==> src/plsc_map.svh <==
`ifndef PLSC_MAP_SVH
`define PLSC_MAP_SVH

// Register byte offsets.
`define PLSC_CTRL_OFS 12'h000
`define PLSC_PCS_CTL_OFS 12'h004
`define PLSC_STATUS_OFS 12'h008
`define PLSC_ADVERT_OFS 12'h00c
`define PLSC_PARTNER_OFS 12'h010
`define PLSC_PCS_STS_OFS 12'h014

// Mode encodings of link_mode_select.
`define PLSC_MODE_SERDES 2'b11
`define PLSC_MODE_SGMII 2'b10
`define PLSC_MODE_KX 2'b01

// Speed encodings.
`define PLSC_SPEED_1000 2'b10

// Control register fields.
`define PLSC_CTRL_DUPLEX 0
`define PLSC_CTRL_LINK_UP 1
`define PLSC_CTRL_RX_PAUSE 2
`define PLSC_CTRL_TX_PAUSE 3
`define PLSC_CTRL_SPEED_LO 4
`define PLSC_CTRL_FRC_DPLX 6
`define PLSC_CTRL_FRC_SPD 7
`define PLSC_CTRL_MODE_LO 8

// PCS control fields.
`define PLSC_PCTL_AN_EN 0
`define PLSC_PCTL_FSD 1
`define PLSC_PCTL_PAUSE_OVR 2
`define PLSC_PCTL_FDV 3
`define PLSC_PCTL_FSV_LO 4

// Ability word fields.
`define PLSC_ABIL_FD 5
`define PLSC_ABIL_HD 6
`define PLSC_ABIL_PS1 7
`define PLSC_ABIL_PS2 8
`define PLSC_ABIL_SPD_LO 10

// Reset values.
`define PLSC_CTRL_RST 32'h0000_0320
`define PLSC_PCTL_RST 32'h0000_0020
`define PLSC_ADVERT_RST 16'h01a0

`endif

==> src/plsc_pkg.sv <==
package plsc_pkg;

    // Settled link parameters.
    typedef struct packed {
        logic link_up;
        logic full_duplex;
        logic [1:0] speed;
        logic rx_pause;
        logic tx_pause;
        logic an_done;
    } plsc_link_t;

    // Raw PCS indications.
    typedef struct packed {
        logic autoneg_done;
        logic pcs_link_ok;
        logic comma_det;
        logic [1:0] sgmii_speed;
    } plsc_pcs_t;

endpackage : plsc_pkg

==> src/plsc_resolve.sv <==
`timescale 1ns/100ps
`include "plsc_map.svh"

// Priority resolution of the local and partner ability words.
module plsc_resolve
    import plsc_pkg::*;
(
    // Ability words
    input wire logic [15:0] i_local,
    input wire logic [15:0] i_partner,
    // Resolution
    output logic o_full_duplex,
    output logic o_rx_pause,
    output logic o_tx_pause,
    output logic [1:0] o_speed
);
    logic lps1;
    logic lps2;
    logic pps1;
    logic pps2;

    always_comb begin
        lps1 = i_local[`PLSC_ABIL_PS1];
        lps2 = i_local[`PLSC_ABIL_PS2];
        pps1 = i_partner[`PLSC_ABIL_PS1];
        pps2 = i_partner[`PLSC_ABIL_PS2];
        // Full duplex wins over half when both ends offer it.
        o_full_duplex = i_local[`PLSC_ABIL_FD] & i_partner[`PLSC_ABIL_FD];
        // Standard symmetric and asymmetric pause table.
        o_tx_pause = (lps1 & pps1) | (~lps1 & lps2 & pps1 & pps2);
        o_rx_pause = (lps1 & pps1) | (lps1 & lps2 & ~pps1 & pps2);
        // Speed comes from the partner word, as an SGMII PHY reports it.
        o_speed = i_partner[`PLSC_ABIL_SPD_LO +: 2];
    end

endmodule : plsc_resolve

==> src/plsc_top.sv <==
`timescale 1ns/100ps
`include "plsc_map.svh"

module plsc_top
    import plsc_pkg::*;
(
    // Clock and reset
    input wire logic i_clk_sys,
    input wire logic i_rst,
    // APB slave
    input wire logic i_psel,
    input wire logic i_penable,
    input wire logic i_pwrite,
    input wire logic [11:0] i_paddr,
    input wire logic [31:0] i_pwdata,
    output logic [31:0] o_prdata,
    output logic o_pready,
    output logic o_pslverr,
    // PCS indications, asynchronous to this clock
    input wire logic i_autoneg_done,
    input wire logic i_pcs_link_ok,
    input wire logic i_comma_det,
    input wire logic [1:0] i_sgmii_speed,
    // Settled link state
    output logic [1:0] o_link_mode_select,
    output logic o_link_up_status,
    output logic o_duplex_status,
    output logic [1:0] o_speed_status,
    output logic o_rx_pause_enable,
    output logic o_tx_pause_enable
);
    plsc_pcs_t pcs_s1_r;
    plsc_pcs_t pcs_s2_r;
    logic [31:0] ctrl_r;
    logic [31:0] ctrl_nxt;
    logic [31:0] pctl_r;
    logic [31:0] pctl_nxt;
    logic [15:0] advert_r;
    logic [15:0] advert_nxt;
    logic [15:0] partner_r;
    logic [15:0] partner_nxt;
    plsc_link_t link_r;
    plsc_link_t link_nxt;
    logic [31:0] prdata_r;
    logic [31:0] prdata_nxt;
    logic pready_r;
    logic pready_nxt;
    logic pslverr_r;
    logic pslverr_nxt;
    logic res_fd;
    logic res_rx;
    logic res_tx;
    logic wr_en;
    logic rd_en;
    logic hit;
    logic [1:0] mode;
    logic an_en;
    logic slu;

    // Two stage synchroniser for the PCS indications.
    // The speed bits are assumed quasi-static; each bit is synchronised on its own.
    always_ff @(posedge i_clk_sys or posedge i_rst) begin
        if (i_rst) begin
            pcs_s1_r <= '0;
            pcs_s2_r <= '0;
        end else begin
            pcs_s1_r <= {i_autoneg_done, i_pcs_link_ok, i_comma_det, i_sgmii_speed};
            pcs_s2_r <= pcs_s1_r;
        end
    end

    // The resolved speed is left open: in SGMII autoneg the speed comes from the in-band pins.
    plsc_resolve u_resolve (
        .i_local(advert_r),
        .i_partner(partner_r),
        .o_full_duplex(res_fd),
        .o_rx_pause(res_rx),
        .o_tx_pause(res_tx),
        .o_speed()
    );

    assign mode = ctrl_r[`PLSC_CTRL_MODE_LO +: 2];
    assign an_en = pctl_r[`PLSC_PCTL_AN_EN];
    assign slu = ctrl_r[`PLSC_CTRL_LINK_UP];

    // Access phase of APB; the slave answers with one wait state.
    assign wr_en = i_psel & i_penable & i_pwrite & ~pready_r;
    assign rd_en = i_psel & i_penable & ~i_pwrite & ~pready_r;

    always_comb begin
        hit = 1'b1;
        case (i_paddr)
            `PLSC_CTRL_OFS: prdata_nxt = ctrl_r;
            `PLSC_PCS_CTL_OFS: prdata_nxt = pctl_r;
            `PLSC_STATUS_OFS: prdata_nxt = {25'h0, link_r};
            `PLSC_ADVERT_OFS: prdata_nxt = {16'h0, advert_r};
            `PLSC_PARTNER_OFS: prdata_nxt = {16'h0, partner_r};
            `PLSC_PCS_STS_OFS: prdata_nxt = {27'h0, pcs_s2_r};
            default: begin
                prdata_nxt = 32'h0;
                hit = 1'b0;
            end
        endcase
        if (!rd_en) begin
            prdata_nxt = prdata_r;
        end
        pready_nxt = i_psel & i_penable & ~pready_r;
        pslverr_nxt = i_psel & i_penable & ~pready_r & ~hit;
    end

    // Register writes; hardware updates the pause enables in SerDes autoneg.
    always_comb begin
        ctrl_nxt = ctrl_r;
        pctl_nxt = pctl_r;
        advert_nxt = advert_r;
        partner_nxt = partner_r;
        if (wr_en) begin
            case (i_paddr)
                `PLSC_CTRL_OFS: ctrl_nxt = {22'h0, i_pwdata[9:0]};
                `PLSC_PCS_CTL_OFS: pctl_nxt = {26'h0, i_pwdata[5:0]};
                `PLSC_ADVERT_OFS: advert_nxt = i_pwdata[15:0];
                `PLSC_PARTNER_OFS: partner_nxt = i_pwdata[15:0];
                default: ;
            endcase
        end
        // The hardware write takes priority over a software write in the same cycle.
        if (mode == `PLSC_MODE_SERDES && an_en && !pctl_nxt[`PLSC_PCTL_PAUSE_OVR]) begin
            ctrl_nxt[`PLSC_CTRL_RX_PAUSE] = res_rx;
            ctrl_nxt[`PLSC_CTRL_TX_PAUSE] = res_tx;
        end
    end

    // Link status resolution per mode.
    always_comb begin
        link_nxt.an_done = pcs_s2_r.autoneg_done;
        link_nxt.rx_pause = ctrl_r[`PLSC_CTRL_RX_PAUSE];
        link_nxt.tx_pause = ctrl_r[`PLSC_CTRL_TX_PAUSE];
        link_nxt.full_duplex = ctrl_r[`PLSC_CTRL_DUPLEX];
        link_nxt.speed = `PLSC_SPEED_1000;
        link_nxt.link_up = 1'b0;
        case (mode)
            `PLSC_MODE_SERDES: begin
                if (an_en) begin
                    link_nxt.full_duplex = res_fd;
                    link_nxt.link_up = pcs_s2_r.autoneg_done;
                end else begin
                    link_nxt.link_up = pcs_s2_r.comma_det;
                end
            end
            `PLSC_MODE_SGMII: begin
                if (an_en) begin
                    link_nxt.full_duplex = res_fd;
                    link_nxt.speed = pcs_s2_r.sgmii_speed;
                    link_nxt.link_up = pcs_s2_r.pcs_link_ok;
                end else begin
                    link_nxt.speed = ctrl_r[`PLSC_CTRL_SPEED_LO +: 2];
                    link_nxt.link_up = pcs_s2_r.pcs_link_ok;
                end
            end
            `PLSC_MODE_KX: begin
                link_nxt.link_up = pcs_s2_r.comma_det;
            end
            // Mode 00 has no PCS link here, so link up stays low.
            default: begin
                link_nxt.speed = ctrl_r[`PLSC_CTRL_SPEED_LO +: 2];
            end
        endcase
        if (!slu) begin
            link_nxt.link_up = 1'b0;
        end
    end

    always_ff @(posedge i_clk_sys or posedge i_rst) begin
        if (i_rst) begin
            ctrl_r <= `PLSC_CTRL_RST;
            pctl_r <= `PLSC_PCTL_RST;
            advert_r <= `PLSC_ADVERT_RST;
            partner_r <= 16'h0;
            link_r <= '0;
            prdata_r <= 32'h0;
            pready_r <= 1'b0;
            pslverr_r <= 1'b0;
        end else begin
            ctrl_r <= ctrl_nxt;
            pctl_r <= pctl_nxt;
            advert_r <= advert_nxt;
            partner_r <= partner_nxt;
            link_r <= link_nxt;
            prdata_r <= prdata_nxt;
            pready_r <= pready_nxt;
            pslverr_r <= pslverr_nxt;
        end
    end

    assign o_prdata = prdata_r;
    assign o_pready = pready_r;
    assign o_pslverr = pslverr_r;
    assign o_link_mode_select = ctrl_r[`PLSC_CTRL_MODE_LO +: 2];
    assign o_link_up_status = link_r.link_up;
    assign o_duplex_status = link_r.full_duplex;
    assign o_speed_status = link_r.speed;
    assign o_rx_pause_enable = ctrl_r[`PLSC_CTRL_RX_PAUSE];
    assign o_tx_pause_enable = ctrl_r[`PLSC_CTRL_TX_PAUSE];

endmodule : plsc_top

==> config.mk <==
export PLATFORM = sky130hd
export DESIGN_NAME = plsc_top
export DESIGN_NICKNAME = d
export VERILOG_FILES = /design/src/plsc_pkg.sv /design/src/plsc_resolve.sv /design/src/plsc_top.sv
export VERILOG_INCLUDE_DIRS = /design/src
export SDC_FILE = /design/constraint.sdc
export NUM_CORES = 1
export LEC_CHECK = 0
export CAP_MARGIN = 10
export CORE_ASPECT_RATIO = 1.2
export CORE_MARGIN = 1
export CORE_UTILIZATION = 40
export DETAILED_ROUTE_END_ITERATION = 8
export DONT_BUFFER_PORTS = 1
export GPL_TIMING_DRIVEN = 0
export PLACE_DENSITY = 0.51
export RECOVER_POWER = 100
export SLEW_MARGIN = 0
export SYNTH_ARGS = -nofsm -noshare
export SYNTH_HDL_FRONTEND = slang
export SYNTH_SLANG_ARGS = --single-unit
==> constraint.sdc <==
create_clock -name i_clk_sys -period 6 [get_ports i_clk_sys]
set_input_delay 0.6 -clock i_clk_sys [delete_from_list [all_inputs] [get_ports i_clk_sys]]
set_output_delay 0.6 -clock i_clk_sys [all_outputs]
set_load 0.05 [all_outputs]
==> results.tsv, run 1 <==
metric	value	unit
status	finished, violations left	
violations	max-capacitance violations, max-slew violations	
htree_levels	3	
ys_warn_count	0	
postSynthCellCount	299	
maxCapViolCount	4	
vias_per_cell	5.28	
grtUsageTotal	0.185	
post_cts_buffers	0	
root_buffer	clkbuf_8	
avgRoutedWirePerCell	18.7	microns
critPathArrivalTime	4.46	ns
drc_errors	0	
synth_flop_cell	dfrtp_1	
r2r_slack	2.50	ns
drt_iter0_markers	137	
fin_cells	452	
multi_input_area	1440	sq um
numCtsBuffers	9	
cp.required	6.24	ns
cts_hold_buf	0	
power_density	243	nW/um^2
rows	38	
antenna_cells	0	
crit_slowest_cell	nor4_1	
ys_async_sr_fraction	1.00	
die_w	90.7	microns
start_util	0.416	
ys_seq_area_frac	0.553	
die_h	108	microns
cp_top_family	simple AND/OR/NAND/NOR gates	
finalCritPeriodShare	0.704	
hp-class	in -> reg	
synth.area.top_cells	dfrtp_1 50%, mux2_2 15%, dfstp_2 4.9%	
grt_pass1_wl	13400	microns
ant_nets	0	
area_delta_synth_final	8.12	%
ys_seq_elements	83	
ctsResizeCount	0	
holdWs	0.269	ns
p_leak	1.88	nW
synth_edf_count	0	
period_minus_slack	4.23	ns
final_max_slew_viol_count	108	
die_area	9830	sq um
vias	2388	
tightest_slew	2.50	ns
cpPeakStageDelay	1.58	ns
netlist_area	3770	sq um
setup_viol	0	
clock_latency	0.35	ns
clock_path_buffers	2	
dp_cells	436	
synth_common_cells	76 x dfrtp_1, 50 x mux2_2, 26 x nand2_1	
rsz0062_at_grt	false	
grt_overflow_total	0	
grt_max_degree	44	
endpoint_kind	flop	
crit_path_cell_trace	clkbuf_1, or4b_1, clkbuf_1, nor4_1, nor2b_1, clkbuf_1, buf_6, mux2_2	
critPathKind	in -> reg	
nFillCells	864	
synth.distinct_cells	39	
regArea	2090	sq um
io_buffer_count	0	
antenna_found_initial	0	
clock.fmax	0.237	GHz
synth.avg_cell_area	12.6	sq um
drive_above_1_share	0.268	
fin_skew	0.00469	ns
max_slew_margin	-0.685	
dp_hpwl	6070	microns
setup_tns	0	ns
startpoint_type	input pin	
hold_violations	0	
nNetsFinal	381	
netlist.area_leader.share	0.504	
gp_congestion	0.775	
cts.sinks	83	
path_buf_inv	4	
grt_pass1_vias	2383	
yosys.area.top_type	dfrtp_1	
irDropWorstVdd	0.0877	mV
worstPathMaxFanout	10	
postRouteWirelength	8470	microns
fp.coreArea	9080	sq um
pin_count	96	
cpMostUsedCell	clkbuf_1	
firstDrtPassIters	4	
tritoncts	built	
cts.clk_slew.worst_paths	0.08	ns
synth.most_common_cell	dfrtp_1	
## cell usage in the layout, fill, tap and decap left out, types with 3 or more instances in the layout
cell type / n
a21oi_1: 5
a22oi_1: 9
buf_4: 17
clkbuf_1: 21
clkbuf_8: 11
conb_1: 16
dfrtp_1: 76
dfstp_2: 5
inv_1: 4
mux2_2: 49
mux2i_1: 18
nand2_1: 26
nand3_1: 3
nor2_1: 5
nor4_1: 9
o21ai_0: 18
o22ai_1: 4
or4_1: 4
## routing by layer
metal | vias to the layer above | part of all wire | GRT usage
li1 | 1091 | - | -
met1 | 1212 | 0.45 | 0.234
met2 | 75 | 0.48 | 0.300
met3 | 10 | 0.061 | 0.0549
met4 | 0 | 0.014 | 0.0680
met5 | - | 0 | 0
## registers in the layout (all words and copies together), names as in the netlist
signal,cells
advert_r,16
o_prdata,16
partner_r,16
ctrl_r,10
pctl_r,6
pcs_s1_r,5
pcs_s2_r,4
link_r,3
o_speed_status,2
link_nxt,1
o_duplex_status,1
o_link_up_status,1
o_pready,1
o_pslverr,1
## metrics by stage
| stage | power [mW] | instance area, sq um | utilization | worst slack [ns] |
|---|---|---|---|---|
| floorplan | 0.635 | 3830 | - | 3.27 |
| global route | 1.04 | 4080 | 0.449 | 1.57 |
| detailed placement | 0.646 | 4010 | 0.441 | 2.74 |
| CTS | 1.01 | 4180 | 0.460 | 3.10 |
| global placement | 0.645 | 3980 | 0.438 | 2.27 |
| finish | 0.993 | 4080 | 0.449 | 1.77 |
## worst reg2reg max path, stage by stage (launching register included)
cell and delay, ns:
dfrtp_1 0.59, nand4b_1 0.36, nor4_1 1.97, mux2_2 0.47
## report_power, final
group	switching (mW)	internal, mW
sequential	0.00546	0.564
clock	0.189	0.172
combinational	0.0470	0.0152
total	0.241	0.752
## cell type report
cell class | count | area share
flip-flops and latches | 83 | 0.511
multi-input cells | 190 | 0.352
plain buffers | 36 | 0.0506
clock buffers | 14 | 0.0399
well taps | 120 | 0.0368
inverters | 5 | 0.00491
clock inverters | 2 | 0.00245
repair buffers | 2 | 0.00215
## final timing paths
kind                            cells after the start                 to        startpoint
worst max register to register                      3          ctrl_r[7]          o_pready
worst min register to register                      0        pcs_s2_r[2]       pcs_s1_r[2]
min in group asynchronous                           1          ctrl_r[7]             i_rst
worst min-delay path                                0        pcs_s1_r[1]  i_sgmii_speed[1]
worst max-delay path                                8        advert_r[4]        i_paddr[3]
max in group asynchronous                           2  o_speed_status[1]             i_rst
## cells by family (layout without fill, tap and decap cells)
group / after synthesis / after routing / share of synthesized area
buf+inv: 41 / 59 / 0.0693
compound gates: 44 / 44 / 0.0719
simple gates: 59 / 59 / 0.0922
flops: 83 / 83 / 0.553
other cells: 1 / 16 / 0.000994
mux: 71 / 71 / 0.213
No activity file was read; power rests on OpenSTA's default activity.
==> run 2: changes to the inputs <==
--- a/config.mk
+++ b/config.mk
@@ -13,7 +13,7 @@
 export DETAILED_ROUTE_END_ITERATION = 8
 export DONT_BUFFER_PORTS = 1
 export GPL_TIMING_DRIVEN = 0
-export PLACE_DENSITY = 0.51
+export PLACE_DENSITY = 0.53
 export RECOVER_POWER = 100
 export SLEW_MARGIN = 0
 export SYNTH_ARGS = -nofsm -noshare
==> constraint.sdc (replaced) <==
create_clock -name i_clk_sys -period 3.4 [get_ports i_clk_sys]
set_input_delay 0.34 -clock i_clk_sys [delete_from_list [all_inputs] [get_ports i_clk_sys]]
set_output_delay 0.34 -clock i_clk_sys [all_outputs]
set_load 0.05 [all_outputs]
==> results.tsv, run 2 (same netlist as run 1, synthesis figures left out) <==
metric	value	unit	change
ant_nets	0		unchanged
holdPathStages	1		+1
intPower	1.30	mW	+73%
rsz0062_at_grt	false		
final_cell_mix	76 x dfrtp_1, 50 x mux2_2, 26 x nand2_1		
numCtsBuffers	9		unchanged
grt_overflow_total	0		unchanged
grt_pass1_vias	2443		+2.5%
nNetsFinal	387		+1.6%
tritoncts	built		
drive_above_1_share	0.275		+0.00708
die_h	108	microns	unchanged
clock_path_buffers	2		unchanged
postRouteWirelength	8750	microns	+3.3%
final_common_cell	dfrtp_1		
die_area	9830	sq um	unchanged
crit_path_cell_trace	clkbuf_1, or4_1, clkbuf_1, nor4_2, mux2_2		
cts.clk_slew.worst_paths	0.08	ns	about the same
vias_per_cell	5.11		-3.2%
grtUsageTotal	0.196		+0.0109
grt_max_degree	49		+11%
pwr-share-comb	0.070		+0.007
pin_count	96		unchanged
hold_violations	0		unchanged
dp_hpwl	6240	microns	+2.9%
antenna_found_initial	1		+1
max_slew_margin	-0.125		+0.560
firstDrtPassIters	4		unchanged
ctsResizeCount	0		unchanged
p_seq_frac	0.584		+0.010
io_buffer_count	0		unchanged
hp-class	in -> reg		
cp.required	3.64	ns	-2.60 ns
cpMostUsedCell	clkbuf_1		
status	finished, violations left		
grt_pass1_wl	14100	microns	+5.3%
setup_tns	0	ns	unchanged
rr_worst_depth	3		unchanged
worstPathMaxFanout	10		unchanged
clock.fmax	0.350	GHz	
area_delta_synth_final	10.6	%	
drc_errors	0		unchanged
root_buffer	clkbuf_8		
antenna_cells	0		unchanged
period_minus_slack	2.86	ns	
violations	max-capacitance violations, max-slew violations		
maxCapViolCount	2		-2
rows	38		unchanged
tightest_slew	1.68	ns	-0.827 ns
fin_skew	0.00917	ns	+0.00448 ns
critPathKind	in -> reg		
post_cts_buffers	0		unchanged
placed_cell_area	4010	sq um	about the same
fp.coreArea	9080	sq um	unchanged
p_clk_frac	0.346		-0.018
die_w	90.7	microns	unchanged
p_total	1.72	mW	+73%
drt_iter0_markers	107		-22%
vias	2342		-1.9%
critPathArrivalTime	3.09	ns	-1.37 ns
power_switching_share	0.245		+0.00261
utilization	0.460		+0.0105
final_max_slew_viol_count	47		-56%
power_density	412	nW/um^2	+69%
cts.sinks	83		unchanged
avgRoutedWirePerCell	19.1	microns	+1.9%
irDropWorstVdd	0.235	mV	+170%
p_sw	0.422	mW	+75%
p_leak	1.92	nW	+2.1%
startpoint_type	input pin		
cpPeakStageDelay	1.36	ns	-0.22 ns
start_util	0.416		unchanged
finalCritPeriodShare	0.840		
gp_congestion	0.769		-0.75%
fin_area	4180	sq um	+2.3%
htree_levels	3		unchanged
holdWs	0.134	ns	-0.135 ns
clock_latency	0.35	ns	about the same
crit_slowest_cell	nor4_2		
endpoint_kind	flop		
setup_viol	0		unchanged
-- run 2: changes by cell type in the layout (fill, tap and decap cells not counted), sizes merged --
cell | previous run | this run
clkinv | 2 | 0
buf | 20 | 23
dlygate4sd3 | 0 | 6
clkbuf | 32 | 31
-- run 2: power by group through the flow --
stage                     Combinational (mW)  Sequential [mW]  Clock [mW]
after detailed placement               0.118             1.02           0
after global routing                   0.131             1.01       0.658
after CTS                              0.121             1.00       0.619
final                                  0.121             1.00       0.596
after global placement                 0.113             1.02           0
after floorplan                       0.0982             1.02           0
-- run 2: layout make-up --
| type | instances | area [sq um] |
|---|---|---|
| buffer | 36 | 215 |
| clock buffer | 16 | 150 |
| fill | 878 | 4910 |
| inverter | 5 | 20.0 |
| multi-input combinational | 190 | 1460 |
| sequential | 83 | 2090 |
| tap | 120 | 150 |
| timing repair buffer | 8 | 92.6 |
-- run 2: worst paths after layout --
kind                               from           end  slack (ns)
max                          i_paddr[3]     ctrl_r[0]        0.54
min                        i_pwdata[13]  advert_r[13]        0.13
max reg2reg                    o_pready     ctrl_r[0]        0.55
min reg2reg                 pcs_s1_r[4]   link_nxt[0]        0.35
max in group asynchronous         i_rst   advert_r[8]        1.67
min in group asynchronous         i_rst  o_prdata[15]        0.85
-- run 2: repair_timing --
| item | 4_1_cts | 5_1_grt |
|---|---|---|
| endpoints found under the setup margin | 0 | 0 |
| hold buffers | 3 | 3 |
| endpoints found under the hold margin | 31 | 3 |
-- run 2: per-layer routing --
metal / global-route usage / vias to the layer above / wire length (microns)
met5: 0 / - / 9
met4: 0.0737 / 2 / 136
met3: 0.0626 / 12 / 672
met2: 0.328 / 69 / 4290
met1: 0.236 / 1150 / 3640
li1: - / 1109 / -
-- run 2: metrics by stage --
step                std cells  setup WS [ns]
floorplan                 314          0.935
global placement          434        -0.0477
detailed placement        435          0.423
CTS                       454          0.804
global route              458          0.386
finish                    458          0.544
-- run 2: critical path: cells and delay by family --
kind	cells	cell delay, ns
AND/OR/NAND/NOR	2	1.88
buffers and inverters	2	0.43
multiplexers	1	0.44
